===== config.mk =====
export PLATFORM = sky130hd
export DESIGN_NAME = cc1_conn_ctrl
export DESIGN_NICKNAME = d
export VERILOG_FILES = /design/src/hw/cc1_pkg.sv /design/src/hw/cc1_mode_neg.sv /design/src/hw/cc1_timer.sv /design/src/hw/cc1_conn_ctrl.sv
export SDC_FILE = /design/constraint.sdc
export NUM_CORES = 1
export LEC_CHECK = 0
export BUFFER_PORTS_ARGS = -buffer_cell sky130_fd_sc_hd__buf_2
export CAP_MARGIN = 20
export CORE_ASPECT_RATIO = 1.1
export CORE_MARGIN = 4
export CORE_UTILIZATION = 54
export CTS_BUF_LIST = sky130_fd_sc_hd__clkbuf_4 sky130_fd_sc_hd__clkbuf_8
export DETAILED_ROUTE_END_ITERATION = 6
export GPL_ROUTABILITY_DRIVEN = 0
export PLACE_DENSITY = 0.79
export SLEW_MARGIN = 20
export SYNTH_ARGS = -nofsm -noshare
export SYNTH_HDL_FRONTEND = slang
export SYNTH_SLANG_ARGS = --single-unit

===== constraint.sdc =====
create_clock -name core_clk -period 6.8 [get_ports core_clk]
set_input_delay 0 -clock core_clk [delete_from_list [all_inputs] [get_ports core_clk]]
set_output_delay 0 -clock core_clk [all_outputs]
set_load 0.01 [all_outputs]

===== src/hw/cc1_pkg.sv =====
// Package of the dedicated-connection control block: encodings, login bits, timing.
// Assumes one 100 MHz clock and an AXI4-Lite master for the register file.
package cc1_pkg;

  // ==========================================================================
  // Register map, byte addresses
  localparam logic [7:0] ADDR_CTRL = 8'h00;
  localparam logic [7:0] ADDR_LOGIN = 8'h04;
  localparam logic [7:0] ADDR_STATUS = 8'h08;
  localparam logic [7:0] ADDR_EVENTS = 8'h0c;

  // CTRL fields
  localparam int CTRL_ENABLE = 0;
  localparam int CTRL_BUSY = 1;
  localparam int CTRL_ACCEPT_BIDIR = 2;
  localparam int CTRL_UNIDIR_REQ = 3;
  localparam int CTRL_RECIP_BIDIR = 4;
  localparam int CTRL_INTERMIX = 5;
  localparam logic [31:0] CTRL_RESET = 32'h0000_0001;

  // LOGIN register: own request bits and fabric accept bits
  localparam int LOGIN_REQ_TRANSP = 29;
  localparam int LOGIN_REQ_LOCK = 28;
  localparam int LOGIN_ACC_TRANSP = 13;
  localparam int LOGIN_ACC_LOCK = 12;
  localparam int LOGIN_VALID = 0;

  // ==========================================================================
  // Timing
  localparam int CLK_PERIOD_NS = 10;
  localparam int ED_TOV_MS = 2;
  localparam int ED_TOV_CYCLES = (ED_TOV_MS * 1000000) / CLK_PERIOD_NS;

  // ==========================================================================
  // Frame kinds seen or produced at the frame interface
  typedef enum logic [3:0] {
    CC1_FR_DATA = 4'h0,
    CC1_FR_ACK = 4'h1,
    CC1_FR_F_BSY = 4'h2,
    CC1_FR_P_BSY = 4'h3,
    CC1_FR_F_RJT = 4'h4,
    CC1_FR_P_RJT = 4'h5
  } cc1_frame_t;

  typedef enum logic [2:0] {
    CC1_SOF_C1 = 3'h0,
    CC1_SOF_I1 = 3'h1,
    CC1_SOF_N1 = 3'h2,
    CC1_SOF_OTHER = 3'h3
  } cc1_sof_t;

  typedef enum logic [1:0] {
    CC1_EOF_N = 2'h0,
    CC1_EOF_T = 2'h1,
    CC1_EOF_DT = 2'h2
  } cc1_eof_t;

  // One frame header summary as it crosses the frame interface
  typedef struct packed {
    cc1_sof_t sof;
    cc1_frame_t kind;
    cc1_eof_t eof;
    logic first;
    logic last;
    logic unidir;
  } cc1_hdr_t;

  localparam int UNIDIR_BIT = 8;

  typedef enum logic [2:0] {
    CC1_ST_IDLE = 3'b000,
    CC1_ST_PENDING = 3'b001,
    CC1_ST_INITIATOR = 3'b010,
    CC1_ST_RECIPIENT = 3'b011,
    CC1_ST_RESET = 3'b100
  } cc1_state_t;

  typedef struct packed {
    logic transparent;
    logic lockdown;
  } cc1_stack_t;

  localparam logic [1:0] AXI_OKAY = 2'b00;
  localparam logic [1:0] AXI_SLVERR = 2'b10;

endpackage


===== src/hw/cc1_mode_neg.sv =====
// Stacked connect-request mode negotiation from login request and accept words.
// Assumes both words are stable while the valid flag is set.
module cc1_mode_neg (
  input wire logic core_clk,
  input wire logic rst_n_sync,
  input wire logic [31:0] login_word,
  input wire logic intermix,
  output cc1_pkg::cc1_stack_t stack_ff,
  output logic stack_on_ff
);
  cc1_pkg::cc1_stack_t nxt_stack;
  logic transp_ok;
  logic lock_ok;

  assign transp_ok = login_word[cc1_pkg::LOGIN_REQ_TRANSP] &&
                     login_word[cc1_pkg::LOGIN_ACC_TRANSP] && intermix;
  assign lock_ok = login_word[cc1_pkg::LOGIN_REQ_LOCK] &&
                   login_word[cc1_pkg::LOGIN_ACC_LOCK] && intermix;

  always_comb begin
    nxt_stack.transparent = 1'b0;
    nxt_stack.lockdown = 1'b0;
    // both may be requested; both requested and accepted by the fabric is treated as neither
    if (login_word[cc1_pkg::LOGIN_VALID] && !(transp_ok && lock_ok)) begin
      nxt_stack.transparent = transp_ok;
      nxt_stack.lockdown = lock_ok;
    end
  end

  always_ff @(posedge core_clk or negedge rst_n_sync) begin
    if (!rst_n_sync) begin
      stack_ff <= '0;
      stack_on_ff <= 1'b0;
    end else begin
      stack_ff <= nxt_stack;
      // stacking only with intermix and login support
      stack_on_ff <= nxt_stack.transparent | nxt_stack.lockdown;
    end
  end
endmodule


===== src/hw/cc1_timer.sv =====
// Response timer for an outstanding connect-request.
// Assumes start and stop come from logic on the same clock.
module cc1_timer #(
  parameter int unsigned LIMIT = cc1_pkg::ED_TOV_CYCLES
) (
  input wire logic core_clk,
  input wire logic rst_n_sync,
  input wire logic start,
  input wire logic stop,
  output logic expired_ff
);
  logic [31:0] count_ff;
  logic run_ff;

  always_ff @(posedge core_clk or negedge rst_n_sync) begin
    if (!rst_n_sync) begin
      count_ff <= 32'h0000_0000;
      run_ff <= 1'b0;
      expired_ff <= 1'b0;
    end else begin
      expired_ff <= 1'b0;
      if (stop) begin
        run_ff <= 1'b0;
      end else if (start) begin
        // Restart on every request not met by a stop in the same cycle, so the newest one is timed
        run_ff <= 1'b1;
        count_ff <= 32'h0000_0000;
      end else if (run_ff) begin
        if (count_ff == LIMIT - 1) begin
          run_ff <= 1'b0;
          expired_ff <= 1'b1;
        end else begin
          count_ff <= count_ff + 32'h0000_0001;
        end
      end
    end
  end
endmodule


===== src/hw/cc1_conn_ctrl.sv =====
// Dedicated-connection control: connect-request handling, direction, recovery.
// Assumes a framer upstream that presents one header per strobe, same clock,
// and an AXI4-Lite master for configuration and status.

module cc1_conn_ctrl #(
  parameter int unsigned ED_TOV_LIMIT = cc1_pkg::ED_TOV_CYCLES
) (
  input wire logic core_clk,
  input wire logic rst_n,
  // AXI4-Lite slave
  input wire logic [7:0] s_axi_awaddr,
  input wire logic s_axi_awvalid,
  output logic s_axi_awready,
  input wire logic [31:0] s_axi_wdata,
  input wire logic [3:0] s_axi_wstrb,
  input wire logic s_axi_wvalid,
  output logic s_axi_wready,
  output logic [1:0] s_axi_bresp,
  output logic s_axi_bvalid,
  input wire logic s_axi_bready,
  input wire logic [7:0] s_axi_araddr,
  input wire logic s_axi_arvalid,
  output logic s_axi_arready,
  output logic [31:0] s_axi_rdata,
  output logic [1:0] s_axi_rresp,
  output logic s_axi_rvalid,
  input wire logic s_axi_rready,
  // Frames received from the link
  input wire logic rx_valid,
  input wire cc1_pkg::cc1_hdr_t rx_hdr,
  // Request from the sequence engine to send a connect-request
  input wire logic conn_req,
  // Frames this block asks the transmitter to send
  output logic tx_valid_ff,
  output cc1_pkg::cc1_hdr_t tx_hdr_ff,
  output cc1_pkg::cc1_state_t state_ff,
  output logic may_send_data_ff,
  output logic may_recv_data_ff,
  output logic link_reset_ff
);
  // ==========================================================================
  // Reset synchroniser
  logic rst_meta_ff;
  logic rst_n_sync;
  always_ff @(posedge core_clk or negedge rst_n) begin
    if (!rst_n) begin
      rst_meta_ff <= 1'b0;
      rst_n_sync <= 1'b0;
    end else begin
      rst_meta_ff <= 1'b1;
      rst_n_sync <= rst_meta_ff;
    end
  end

  // ==========================================================================
  // Register file
  logic [31:0] ctrl_ff;
  logic [31:0] login_ff;
  logic [7:0] events_ff;
  logic aw_got_ff;
  logic w_got_ff;
  logic [7:0] aw_addr_ff;
  logic [31:0] w_data_ff;
  logic [3:0] w_strb_ff;
  logic do_write;
  logic evt_clear;
  logic [7:0] evt_clear_mask;
  cc1_pkg::cc1_stack_t stack;
  logic stack_on;
  logic unidir_ff;
  logic recip_asked_ff;
  logic nxt_unidir;

  function automatic logic [31:0] apply_strb(input logic [31:0] old,
                                             input logic [31:0] data,
                                             input logic [3:0] strb);
    logic [31:0] res;
    res = old;
    for (int i = 0; i < 4; i++) begin
      if (strb[i]) begin
        res[i*8 +: 8] = data[i*8 +: 8];
      end
    end
    return res;
  endfunction

  assign do_write = aw_got_ff && w_got_ff && !s_axi_bvalid;

  always_ff @(posedge core_clk or negedge rst_n_sync) begin
    if (!rst_n_sync) begin
      aw_got_ff <= 1'b0;
      w_got_ff <= 1'b0;
      aw_addr_ff <= 8'h00;
      w_data_ff <= 32'h0000_0000;
      w_strb_ff <= 4'h0;
      s_axi_awready <= 1'b0;
      s_axi_wready <= 1'b0;
      s_axi_bvalid <= 1'b0;
      s_axi_bresp <= cc1_pkg::AXI_OKAY;
    end else begin
      s_axi_awready <= !aw_got_ff && !s_axi_awready && s_axi_awvalid;
      s_axi_wready <= !w_got_ff && !s_axi_wready && s_axi_wvalid;
      if (s_axi_awvalid && s_axi_awready) begin
        aw_got_ff <= 1'b1;
        aw_addr_ff <= s_axi_awaddr;
      end
      if (s_axi_wvalid && s_axi_wready) begin
        w_got_ff <= 1'b1;
        w_data_ff <= s_axi_wdata;
        w_strb_ff <= s_axi_wstrb;
      end
      if (do_write) begin
        aw_got_ff <= 1'b0;
        w_got_ff <= 1'b0;
        s_axi_bvalid <= 1'b1;
        s_axi_bresp <= (aw_addr_ff == cc1_pkg::ADDR_CTRL ||
                        aw_addr_ff == cc1_pkg::ADDR_LOGIN ||
                        aw_addr_ff == cc1_pkg::ADDR_EVENTS) ?
                       cc1_pkg::AXI_OKAY : cc1_pkg::AXI_SLVERR;
      end else if (s_axi_bvalid && s_axi_bready) begin
        s_axi_bvalid <= 1'b0;
      end
    end
  end

  always_ff @(posedge core_clk or negedge rst_n_sync) begin
    if (!rst_n_sync) begin
      ctrl_ff <= cc1_pkg::CTRL_RESET;
      login_ff <= 32'h0000_0000;
    end else if (do_write) begin
      if (aw_addr_ff == cc1_pkg::ADDR_CTRL) begin
        ctrl_ff <= apply_strb(ctrl_ff, w_data_ff, w_strb_ff);
      end
      if (aw_addr_ff == cc1_pkg::ADDR_LOGIN) begin
        login_ff <= apply_strb(login_ff, w_data_ff, w_strb_ff);
      end
    end
  end

  assign evt_clear = do_write && aw_addr_ff == cc1_pkg::ADDR_EVENTS && w_strb_ff[0];
  assign evt_clear_mask = evt_clear ? w_data_ff[7:0] : 8'h00;

  always_ff @(posedge core_clk or negedge rst_n_sync) begin
    if (!rst_n_sync) begin
      s_axi_arready <= 1'b0;
      s_axi_rvalid <= 1'b0;
      s_axi_rdata <= 32'h0000_0000;
      s_axi_rresp <= cc1_pkg::AXI_OKAY;
    end else begin
      s_axi_arready <= !s_axi_rvalid && !s_axi_arready && s_axi_arvalid;
      if (s_axi_arvalid && s_axi_arready) begin
        s_axi_rvalid <= 1'b1;
        s_axi_rresp <= cc1_pkg::AXI_OKAY;
        case (s_axi_araddr)
          cc1_pkg::ADDR_CTRL: s_axi_rdata <= ctrl_ff;
          cc1_pkg::ADDR_LOGIN: s_axi_rdata <= login_ff;
          cc1_pkg::ADDR_STATUS: s_axi_rdata <= {24'h000000, stack_on, stack.lockdown,
                                                stack.transparent, unidir_ff,
                                                1'b0, state_ff};
          cc1_pkg::ADDR_EVENTS: s_axi_rdata <= {24'h000000, events_ff};
          default: begin
            s_axi_rdata <= 32'h0000_0000;
            s_axi_rresp <= cc1_pkg::AXI_SLVERR;
          end
        endcase
      end else if (s_axi_rvalid && s_axi_rready) begin
        s_axi_rvalid <= 1'b0;
      end
    end
  end

  // ==========================================================================
  // Mode negotiation and response timer
  logic tmo;
  logic req_fire;
  logic resp_ok;

  cc1_mode_neg u_mode (
    .core_clk(core_clk),
    .rst_n_sync(rst_n_sync),
    .login_word(login_ff),
    .intermix(ctrl_ff[cc1_pkg::CTRL_INTERMIX]),
    .stack_ff(stack),
    .stack_on_ff(stack_on)
  );

  cc1_timer #(.LIMIT(ED_TOV_LIMIT)) u_timer (
    .core_clk(core_clk),
    .rst_n_sync(rst_n_sync),
    .start(req_fire),
    .stop(resp_ok),
    .expired_ff(tmo)
  );

  // ==========================================================================
  // Frame decode
  logic rx_creq;
  logic rx_meaningful;
  logic rx_foreign_n1;
  assign req_fire = conn_req && ctrl_ff[cc1_pkg::CTRL_ENABLE] && !rx_creq &&
                    (state_ff == cc1_pkg::CC1_ST_IDLE || stack_on);
  assign rx_creq = rx_valid && rx_hdr.sof == cc1_pkg::CC1_SOF_C1 &&
                   rx_hdr.kind == cc1_pkg::CC1_FR_DATA;
  // ACK or fabric busy ends the wait
  assign resp_ok = rx_valid && rx_hdr.sof == cc1_pkg::CC1_SOF_N1 &&
                   (rx_hdr.kind == cc1_pkg::CC1_FR_ACK ||
                    rx_hdr.kind == cc1_pkg::CC1_FR_F_BSY);
  // only first and last data frames count
  assign rx_meaningful = rx_valid && rx_hdr.kind == cc1_pkg::CC1_FR_DATA &&
                         (rx_hdr.first || rx_hdr.last);
  assign rx_foreign_n1 = rx_valid && rx_hdr.sof == cc1_pkg::CC1_SOF_N1 &&
                         rx_hdr.kind == cc1_pkg::CC1_FR_ACK;

  // ==========================================================================
  // Connection state
  cc1_pkg::cc1_state_t nxt_state;
  always_comb begin
    nxt_state = state_ff;
    case (state_ff)
      cc1_pkg::CC1_ST_IDLE: begin
        if (rx_creq && !ctrl_ff[cc1_pkg::CTRL_BUSY]) begin
          nxt_state = cc1_pkg::CC1_ST_RECIPIENT;
        end else if (req_fire) begin
          nxt_state = cc1_pkg::CC1_ST_PENDING;
        end
      end
      cc1_pkg::CC1_ST_PENDING: begin
        if (tmo) begin
          nxt_state = cc1_pkg::CC1_ST_RESET;
        end else if (resp_ok && rx_hdr.kind == cc1_pkg::CC1_FR_ACK) begin
          nxt_state = cc1_pkg::CC1_ST_INITIATOR;
        end else if (rx_valid && rx_hdr.sof == cc1_pkg::CC1_SOF_N1) begin
          nxt_state = cc1_pkg::CC1_ST_IDLE;
        end else if (rx_creq) begin
          nxt_state = cc1_pkg::CC1_ST_RECIPIENT;
        end
      end
      cc1_pkg::CC1_ST_INITIATOR, cc1_pkg::CC1_ST_RECIPIENT: begin
        // unexpected connect or reply means state is uncertain
        if (tmo || rx_creq || (rx_foreign_n1 && !stack_on)) begin
          nxt_state = cc1_pkg::CC1_ST_RESET;
        end else if (rx_valid && rx_hdr.eof == cc1_pkg::CC1_EOF_DT) begin
          nxt_state = cc1_pkg::CC1_ST_IDLE;
        end
      end
      cc1_pkg::CC1_ST_RESET: nxt_state = cc1_pkg::CC1_ST_IDLE;
      default: nxt_state = cc1_pkg::CC1_ST_IDLE;
    endcase
  end

  always_ff @(posedge core_clk or negedge rst_n_sync) begin
    if (!rst_n_sync) begin
      state_ff <= cc1_pkg::CC1_ST_IDLE;
      link_reset_ff <= 1'b0;
    end else begin
      state_ff <= nxt_state;
      link_reset_ff <= nxt_state == cc1_pkg::CC1_ST_RESET;
    end
  end

  // ==========================================================================
  // Direction tracking
  always_comb begin
    nxt_unidir = unidir_ff;
    if (nxt_state == cc1_pkg::CC1_ST_IDLE) begin
      nxt_unidir = 1'b0;
    end else if (rx_creq && nxt_state == cc1_pkg::CC1_ST_RECIPIENT) begin
      // transparent leaves return path open unless the bit says otherwise
      nxt_unidir = rx_hdr.unidir;
    end else if (req_fire && state_ff == cc1_pkg::CC1_ST_IDLE) begin
      nxt_unidir = stack.lockdown || ctrl_ff[cc1_pkg::CTRL_UNIDIR_REQ];
    end else if (state_ff == cc1_pkg::CC1_ST_RECIPIENT && rx_meaningful &&
                 !rx_hdr.unidir) begin
      // initiator clears the bit, bidirectional for good
      nxt_unidir = 1'b0;
    end else if (state_ff == cc1_pkg::CC1_ST_INITIATOR && rx_valid &&
                 rx_hdr.kind == cc1_pkg::CC1_FR_ACK && !rx_hdr.unidir) begin
      // initiator honours the ask only if software allows
      if (ctrl_ff[cc1_pkg::CTRL_ACCEPT_BIDIR]) begin
        nxt_unidir = 1'b0;
      end
    end
  end

  always_ff @(posedge core_clk or negedge rst_n_sync) begin
    if (!rst_n_sync) begin
      unidir_ff <= 1'b0;
      recip_asked_ff <= 1'b0;
    end else begin
      unidir_ff <= nxt_unidir;
      recip_asked_ff <= nxt_state != cc1_pkg::CC1_ST_IDLE && (recip_asked_ff ||
                        (state_ff == cc1_pkg::CC1_ST_RECIPIENT && unidir_ff &&
                         ctrl_ff[cc1_pkg::CTRL_RECIP_BIDIR]));
    end
  end

  // bidirectional allows both; unidirectional splits roles
  // bidirectional recipient may start sequences
  // Next direction used so a new connection never grants a stale permission
  always_ff @(posedge core_clk or negedge rst_n_sync) begin
    if (!rst_n_sync) begin
      may_send_data_ff <= 1'b0;
      may_recv_data_ff <= 1'b0;
    end else begin
      may_send_data_ff <= (nxt_state == cc1_pkg::CC1_ST_INITIATOR) ||
                          (nxt_state == cc1_pkg::CC1_ST_RECIPIENT && !nxt_unidir);
      may_recv_data_ff <= (nxt_state == cc1_pkg::CC1_ST_RECIPIENT) ||
                          (nxt_state == cc1_pkg::CC1_ST_INITIATOR && !nxt_unidir);
    end
  end

  // ==========================================================================
  // Transmit requests
  always_ff @(posedge core_clk or negedge rst_n_sync) begin
    if (!rst_n_sync) begin
      tx_valid_ff <= 1'b0;
      tx_hdr_ff <= '0;
    end else begin
      tx_valid_ff <= 1'b0;
      if (rx_creq && state_ff == cc1_pkg::CC1_ST_IDLE &&
          ctrl_ff[cc1_pkg::CTRL_BUSY]) begin
        tx_valid_ff <= 1'b1;
        tx_hdr_ff <= '{sof: cc1_pkg::CC1_SOF_N1, kind: cc1_pkg::CC1_FR_P_BSY,
                       eof: cc1_pkg::CC1_EOF_DT, first: 1'b1, last: 1'b1, unidir: 1'b0};
      end else if (rx_creq && nxt_state == cc1_pkg::CC1_ST_RECIPIENT) begin
        tx_valid_ff <= 1'b1;
        tx_hdr_ff <= '{sof: cc1_pkg::CC1_SOF_N1, kind: cc1_pkg::CC1_FR_ACK,
                       eof: cc1_pkg::CC1_EOF_T, first: 1'b1, last: 1'b1, unidir: 1'b1};
      end else if (req_fire) begin
        tx_valid_ff <= 1'b1;
        tx_hdr_ff <= '{sof: cc1_pkg::CC1_SOF_C1, kind: cc1_pkg::CC1_FR_DATA,
                       eof: cc1_pkg::CC1_EOF_N, first: 1'b1, last: 1'b0,
                       unidir: stack.lockdown || ctrl_ff[cc1_pkg::CTRL_UNIDIR_REQ]};
      end else if (state_ff == cc1_pkg::CC1_ST_RECIPIENT && rx_valid &&
                   rx_hdr.kind == cc1_pkg::CC1_FR_DATA) begin
        // ACK carries the bidirectional ask, sticky
        tx_valid_ff <= 1'b1;
        tx_hdr_ff <= '{sof: cc1_pkg::CC1_SOF_I1, kind: cc1_pkg::CC1_FR_ACK,
                       eof: cc1_pkg::CC1_EOF_T, first: 1'b1, last: 1'b1,
                       unidir: !(recip_asked_ff || ctrl_ff[cc1_pkg::CTRL_RECIP_BIDIR])};
      end
    end
  end

  // ==========================================================================
  // Sticky events, set wins over clear
  logic [7:0] evt_set;
  assign evt_set = {4'h0, link_reset_ff, tmo, resp_ok, rx_creq};
  always_ff @(posedge core_clk or negedge rst_n_sync) begin
    if (!rst_n_sync) begin
      events_ff <= 8'h00;
    end else begin
      events_ff <= (events_ff & ~evt_clear_mask) | evt_set;
    end
  end
endmodule


==> results by group <==
Status
  • Outcome: complete, no violations

Power
  • Net Sw Frac: 28.03%
  • Cell area power density: 305.4 nW/µm²
  • Clock power frac: 33.9%
  • Cell-internal power: 2.486 mW
  • LEAKAGE: 5.581 nW
  • Pwr Total: 3.454 mW
  • Combinational power share: 16.1%
  • P_sw: 0.9682 mW
  • Sequential power share: 50.0%
  • Max VDD drop: 0.0002264 V

Global routing
  • GRT Util Overall: 21.98%
  • GR Layer Usage met3: 4.744%
  • Initial antenna violation count: 0
  • First-pass GRT wire length: 34810 µm
  • Vias in the first global route: 6964
  • Grt ovf: 0
  • GRT busiest layer: met2
  • Largest net degree at the start of global routing: 163
  • M1 GR Usage: 27.77%
  • M2 GR Usage: 38.00%

Clock network
  • Num CTS Buffers: 35
  • CTS Root Cell: clkbuf_8
  • CTS Sinks: 212
  • Htree depth: 2
  • Clock latency on the worst-skew pair: 500 ps
  • CTS tree: yes
  • Max Root-Sink Buffers: 3
  • Setup repair bufs after CTS: 0
  • Clk slew on worst S/H paths: 70 ps
  • PostCTS Resize Cnt: 0

Routing
  • Vias post-DR: 6691
  • Drt total wl: 21120 µm
  • Drt first pass iters: 5
  • DRC: 0
  • Vias/cell: 5.666
  • Routed Antenna Nets: 0
  • Detailed router's first-iteration violation count: 312
  • Routed len/inst: 17.88 µm

Setup path
  • WP data arrival: 2900 ps
  • Crit path max fanout: 8
  • CP required: 7180 ps
  • Kind of critical path: register to register
  • Critical path startpoint category: register
  • Origin of the critical flop-to-flop path: aw_addr_ff[1]$_DFFE_PN0P_
  • Reg2Reg Setup Slack: 4280 ps
  • Setup crit end kind: register
  • Worst R2R Path Depth: 6
  • FF-to-FF End: login_ff[19]$_DFFE_PN0P_

Placed design
  • PortBufs: 127
  • HPWL after DPL: 13600 µm

Floorplan
  • Die X-Extent: 132.8 µm
  • Core area: 16550 µm²
  • DIE AREA: 19280 µm²
  • Num rows: 49
  • Initial Util: 55.86%
  • I/O pin count: 133
  • DIE HEIGHT: 145.2 µm

Worst hold path
  • Min-delay src: rx_valid
  • Hold EP: tx_hdr_ff[9]$_DFFE_PN0P_
  • Hold Path Cell Cnt: 4
  • Worst Hold Class: input pin to register

Timing
  • Slew headroom: 27.77%
  • Post-route minimum period: 2521 ps
  • Layout Skew: 11.30 ps
  • Final Hold Vio Count: 0
  • Sum Neg Setup Slack: 0 ps
  • Period utilization: 37.08%
  • Fmax: 0.3966 GHz
  • Slew Viols, Final: 0
  • Worst Tran Pin Value: 1083 ps
  • RSZ-0062 raised after global routing: no
  • Final setup fails: 0

Synth
  • Warnings, synthesis: 0
  • Post-synth EDFFs: 0
  • Async S/R FF share, synth: 100.0%
  • Seq cells post-synth: 212
  • Cell area after synthesis: 9246 µm²
  • Cell count after synthesis: 761
  • Area contributors post-synth: dfrtp_1 57%, mux2_2 13%, mux2i_1 3.2%
  • Fraction of synthesized cell area taken by the top area cell type: 57.10%
  • Register area share after synthesis: 57.39%
  • Dominant synthesized flop cell: dfrtp_1
  • Avg Cell Area, Syn: 12.15 µm²
  • Post-synthesis cell type count: 67
  • Post-synth top area cell: dfrtp_1

Final layout
  • Area growth from synthesis to layout: 22.30%
  • Register Area: 5310 µm²
  • Share of layout cells above drive strength 1: 33.67%
  • Fill cells: 1184
  • Multi-input gate area: 3714 µm²
  • Nets: 1026
  • Antenna cells: 0
  • Fin util: 68.31%

Run
  • MaxCap Viol Count: 0
==> per-layer routing <==
| layer | part of all wire [%] | vias to the layer above |
|---|---|---|
| met4 | 1.9 | 0 |
| met1 | 42 | 3330 |
| li1 | - | 3112 |
| met2 | 50 | 212 |
| met5 | 0 | - |
| met3 | 5.8 | 37 |
==> Yosys cell counts, drive strengths merged, types with 3 or more instances <==
library cell	number
a21boi	8
a21o	6
a21oi	15
a31oi	3
and2	9
and3	9
and4	4
buf	15
clkbuf	18
dfrtp	211
inv	22
mux2	108
mux2i	30
mux4	7
nand2	81
nand2b	6
nand3	14
nand3b	3
nand4	9
nor2	29
nor3	15
nor3b	6
nor4	13
o211ai	5
o21ai	50
or2	5
or3	9
or4	10
xnor2	6
xor2	5
==> critical path, stage by stage, from the launching register on <==
cell and delay, ps:
dfrtp_1 380, or4_1 530, nor4_1 330, nand2_1 120, nor2_1 230, and2_1 420
mux2_2 390
==> cells in the final DEF, fill, tap and decap left out, drive strengths merged, types with 3 or more instances in the layout <==
| master | count |
|---|---|
| a21boi | 8 |
| a21o | 6 |
| a21oi | 15 |
| a31oi | 3 |
| and2 | 9 |
| and3 | 9 |
| and4 | 4 |
| buf | 130 |
| clkbuf | 53 |
| clkinv | 7 |
| conb | 6 |
| dfrtp | 211 |
| dlygate4sd3 | 53 |
| inv | 22 |
| mux2 | 108 |
| mux2i | 30 |
| mux4 | 7 |
| nand2 | 81 |
| nand2b | 6 |
| nand3 | 14 |
| nand3b | 3 |
| nand4 | 9 |
| nor2 | 29 |
| nor3 | 15 |
| nor3b | 6 |
| nor4 | 13 |
| o211ai | 5 |
| o21ai | 50 |
| or2 | 5 |
| or3 | 9 |
| or4 | 10 |
| xnor2 | 6 |
| xor2 | 5 |
==> cell type report <==
class	instances	share of cell area (%)
Clock buffer	53	5.953
Inverter	22	0.7303
Tap cell	204	2.257
Clock inverter	9	0.6417
Multi-Input combinational cell	498	32.84
Timing Repair Buffer	183	10.62
Sequential cell	212	46.96
==> worst max-delay path by stage <==
| stage | from | end | slack, ps |
|---|---|---|---|
| final | aw_addr_ff[1]$_DFFE_PN0P_ | login_ff[19]$_DFFE_PN0P_ | 4280 |
| after global routing | aw_addr_ff[1]$_DFFE_PN0P_ | login_ff[3]$_DFFE_PN0P_ | 4100 |
| after CTS | s_axi_arready$_DFF_PN0_ | s_axi_rdata[22]$_DFFE_PN0P_ | 4280 |
| after detailed placement | aw_addr_ff[1]$_DFFE_PN0P_ | login_ff[0]$_DFFE_PN0P_ | 4300 |
| after global placement | aw_addr_ff[1]$_DFFE_PN0P_ | login_ff[1]$_DFFE_PN0P_ | 4340 |
| after floorplan | rst_n_sync$_DFF_PN0_ | aw_addr_ff[0]$_DFFE_PN0P_ | 460 |
==> repair_timing <==
action	in CTS	in global routing
endpoints found under the setup margin	0	0
hold buffers	53	0
endpoints found under the hold margin	55	0
==> logic make-up (layout without fill, tap and decap cells) <==
kind of cell / count (synthesis) / count (layout) / synth area share [%]
AND/OR/NAND/NOR: 228 / 228 / 13.14
flip-flops: 212 / 212 / 57.39
multiplexers: 145 / 145 / 18.11
AO/OA/AOI/OAI: 107 / 107 / 7.470
buffers and inverters: 55 / 267 / 2.639
XOR/XNOR: 11 / 11 / 1.042
other: 2 / 6 / 0.08122
adder cells (fa/ha/maj): 1 / 1 / 0.1353
==> metrics by stage <==
stage | instance area, µm² | hold WS [ps] | setup WS (ps) | std cells
CTS | 11310 | 27.37 | 4275 | 1181
global placement | 10030 | -215.7 | 4344 | 1066
detailed placement | 10030 | -213.1 | 4298 | 1066
global route | 11310 | 66.11 | 4102 | 1181
finish | 11310 | 62.53 | 4279 | 1181
floorplan | 9261 | -295.6 | 456.6 | 765
==> flip-flops by register name, summed over array words and instances (netlist names), 2 cells and up <==
| name | cells |
|---|---|
| w_data_ff | 32 |
| s_axi_rdata | 32 |
| state_ff | 3 |
| login_ff | 32 |
| w_strb_ff | 4 |
| tx_hdr_ff | 7 |
| aw_addr_ff | 8 |
| u_mode.stack_ff | 2 |
| ctrl_ff | 32 |
| events_ff | 8 |
| u_timer.count_ff | 32 |
==> power groups by stage <==
stage	registers [mW]	clock network, mW	logic [mW]
2_1_floorplan	1.70	0	0.386
3_3_place_gp	1.73	0	0.506
3_5_place_dp	1.74	0	0.527
4_1_cts	1.72	1.20	0.553
5_1_grt	1.76	1.26	0.616
6_report	1.73	1.17	0.555
Note: power is estimated with default switching activity, not from simulation.
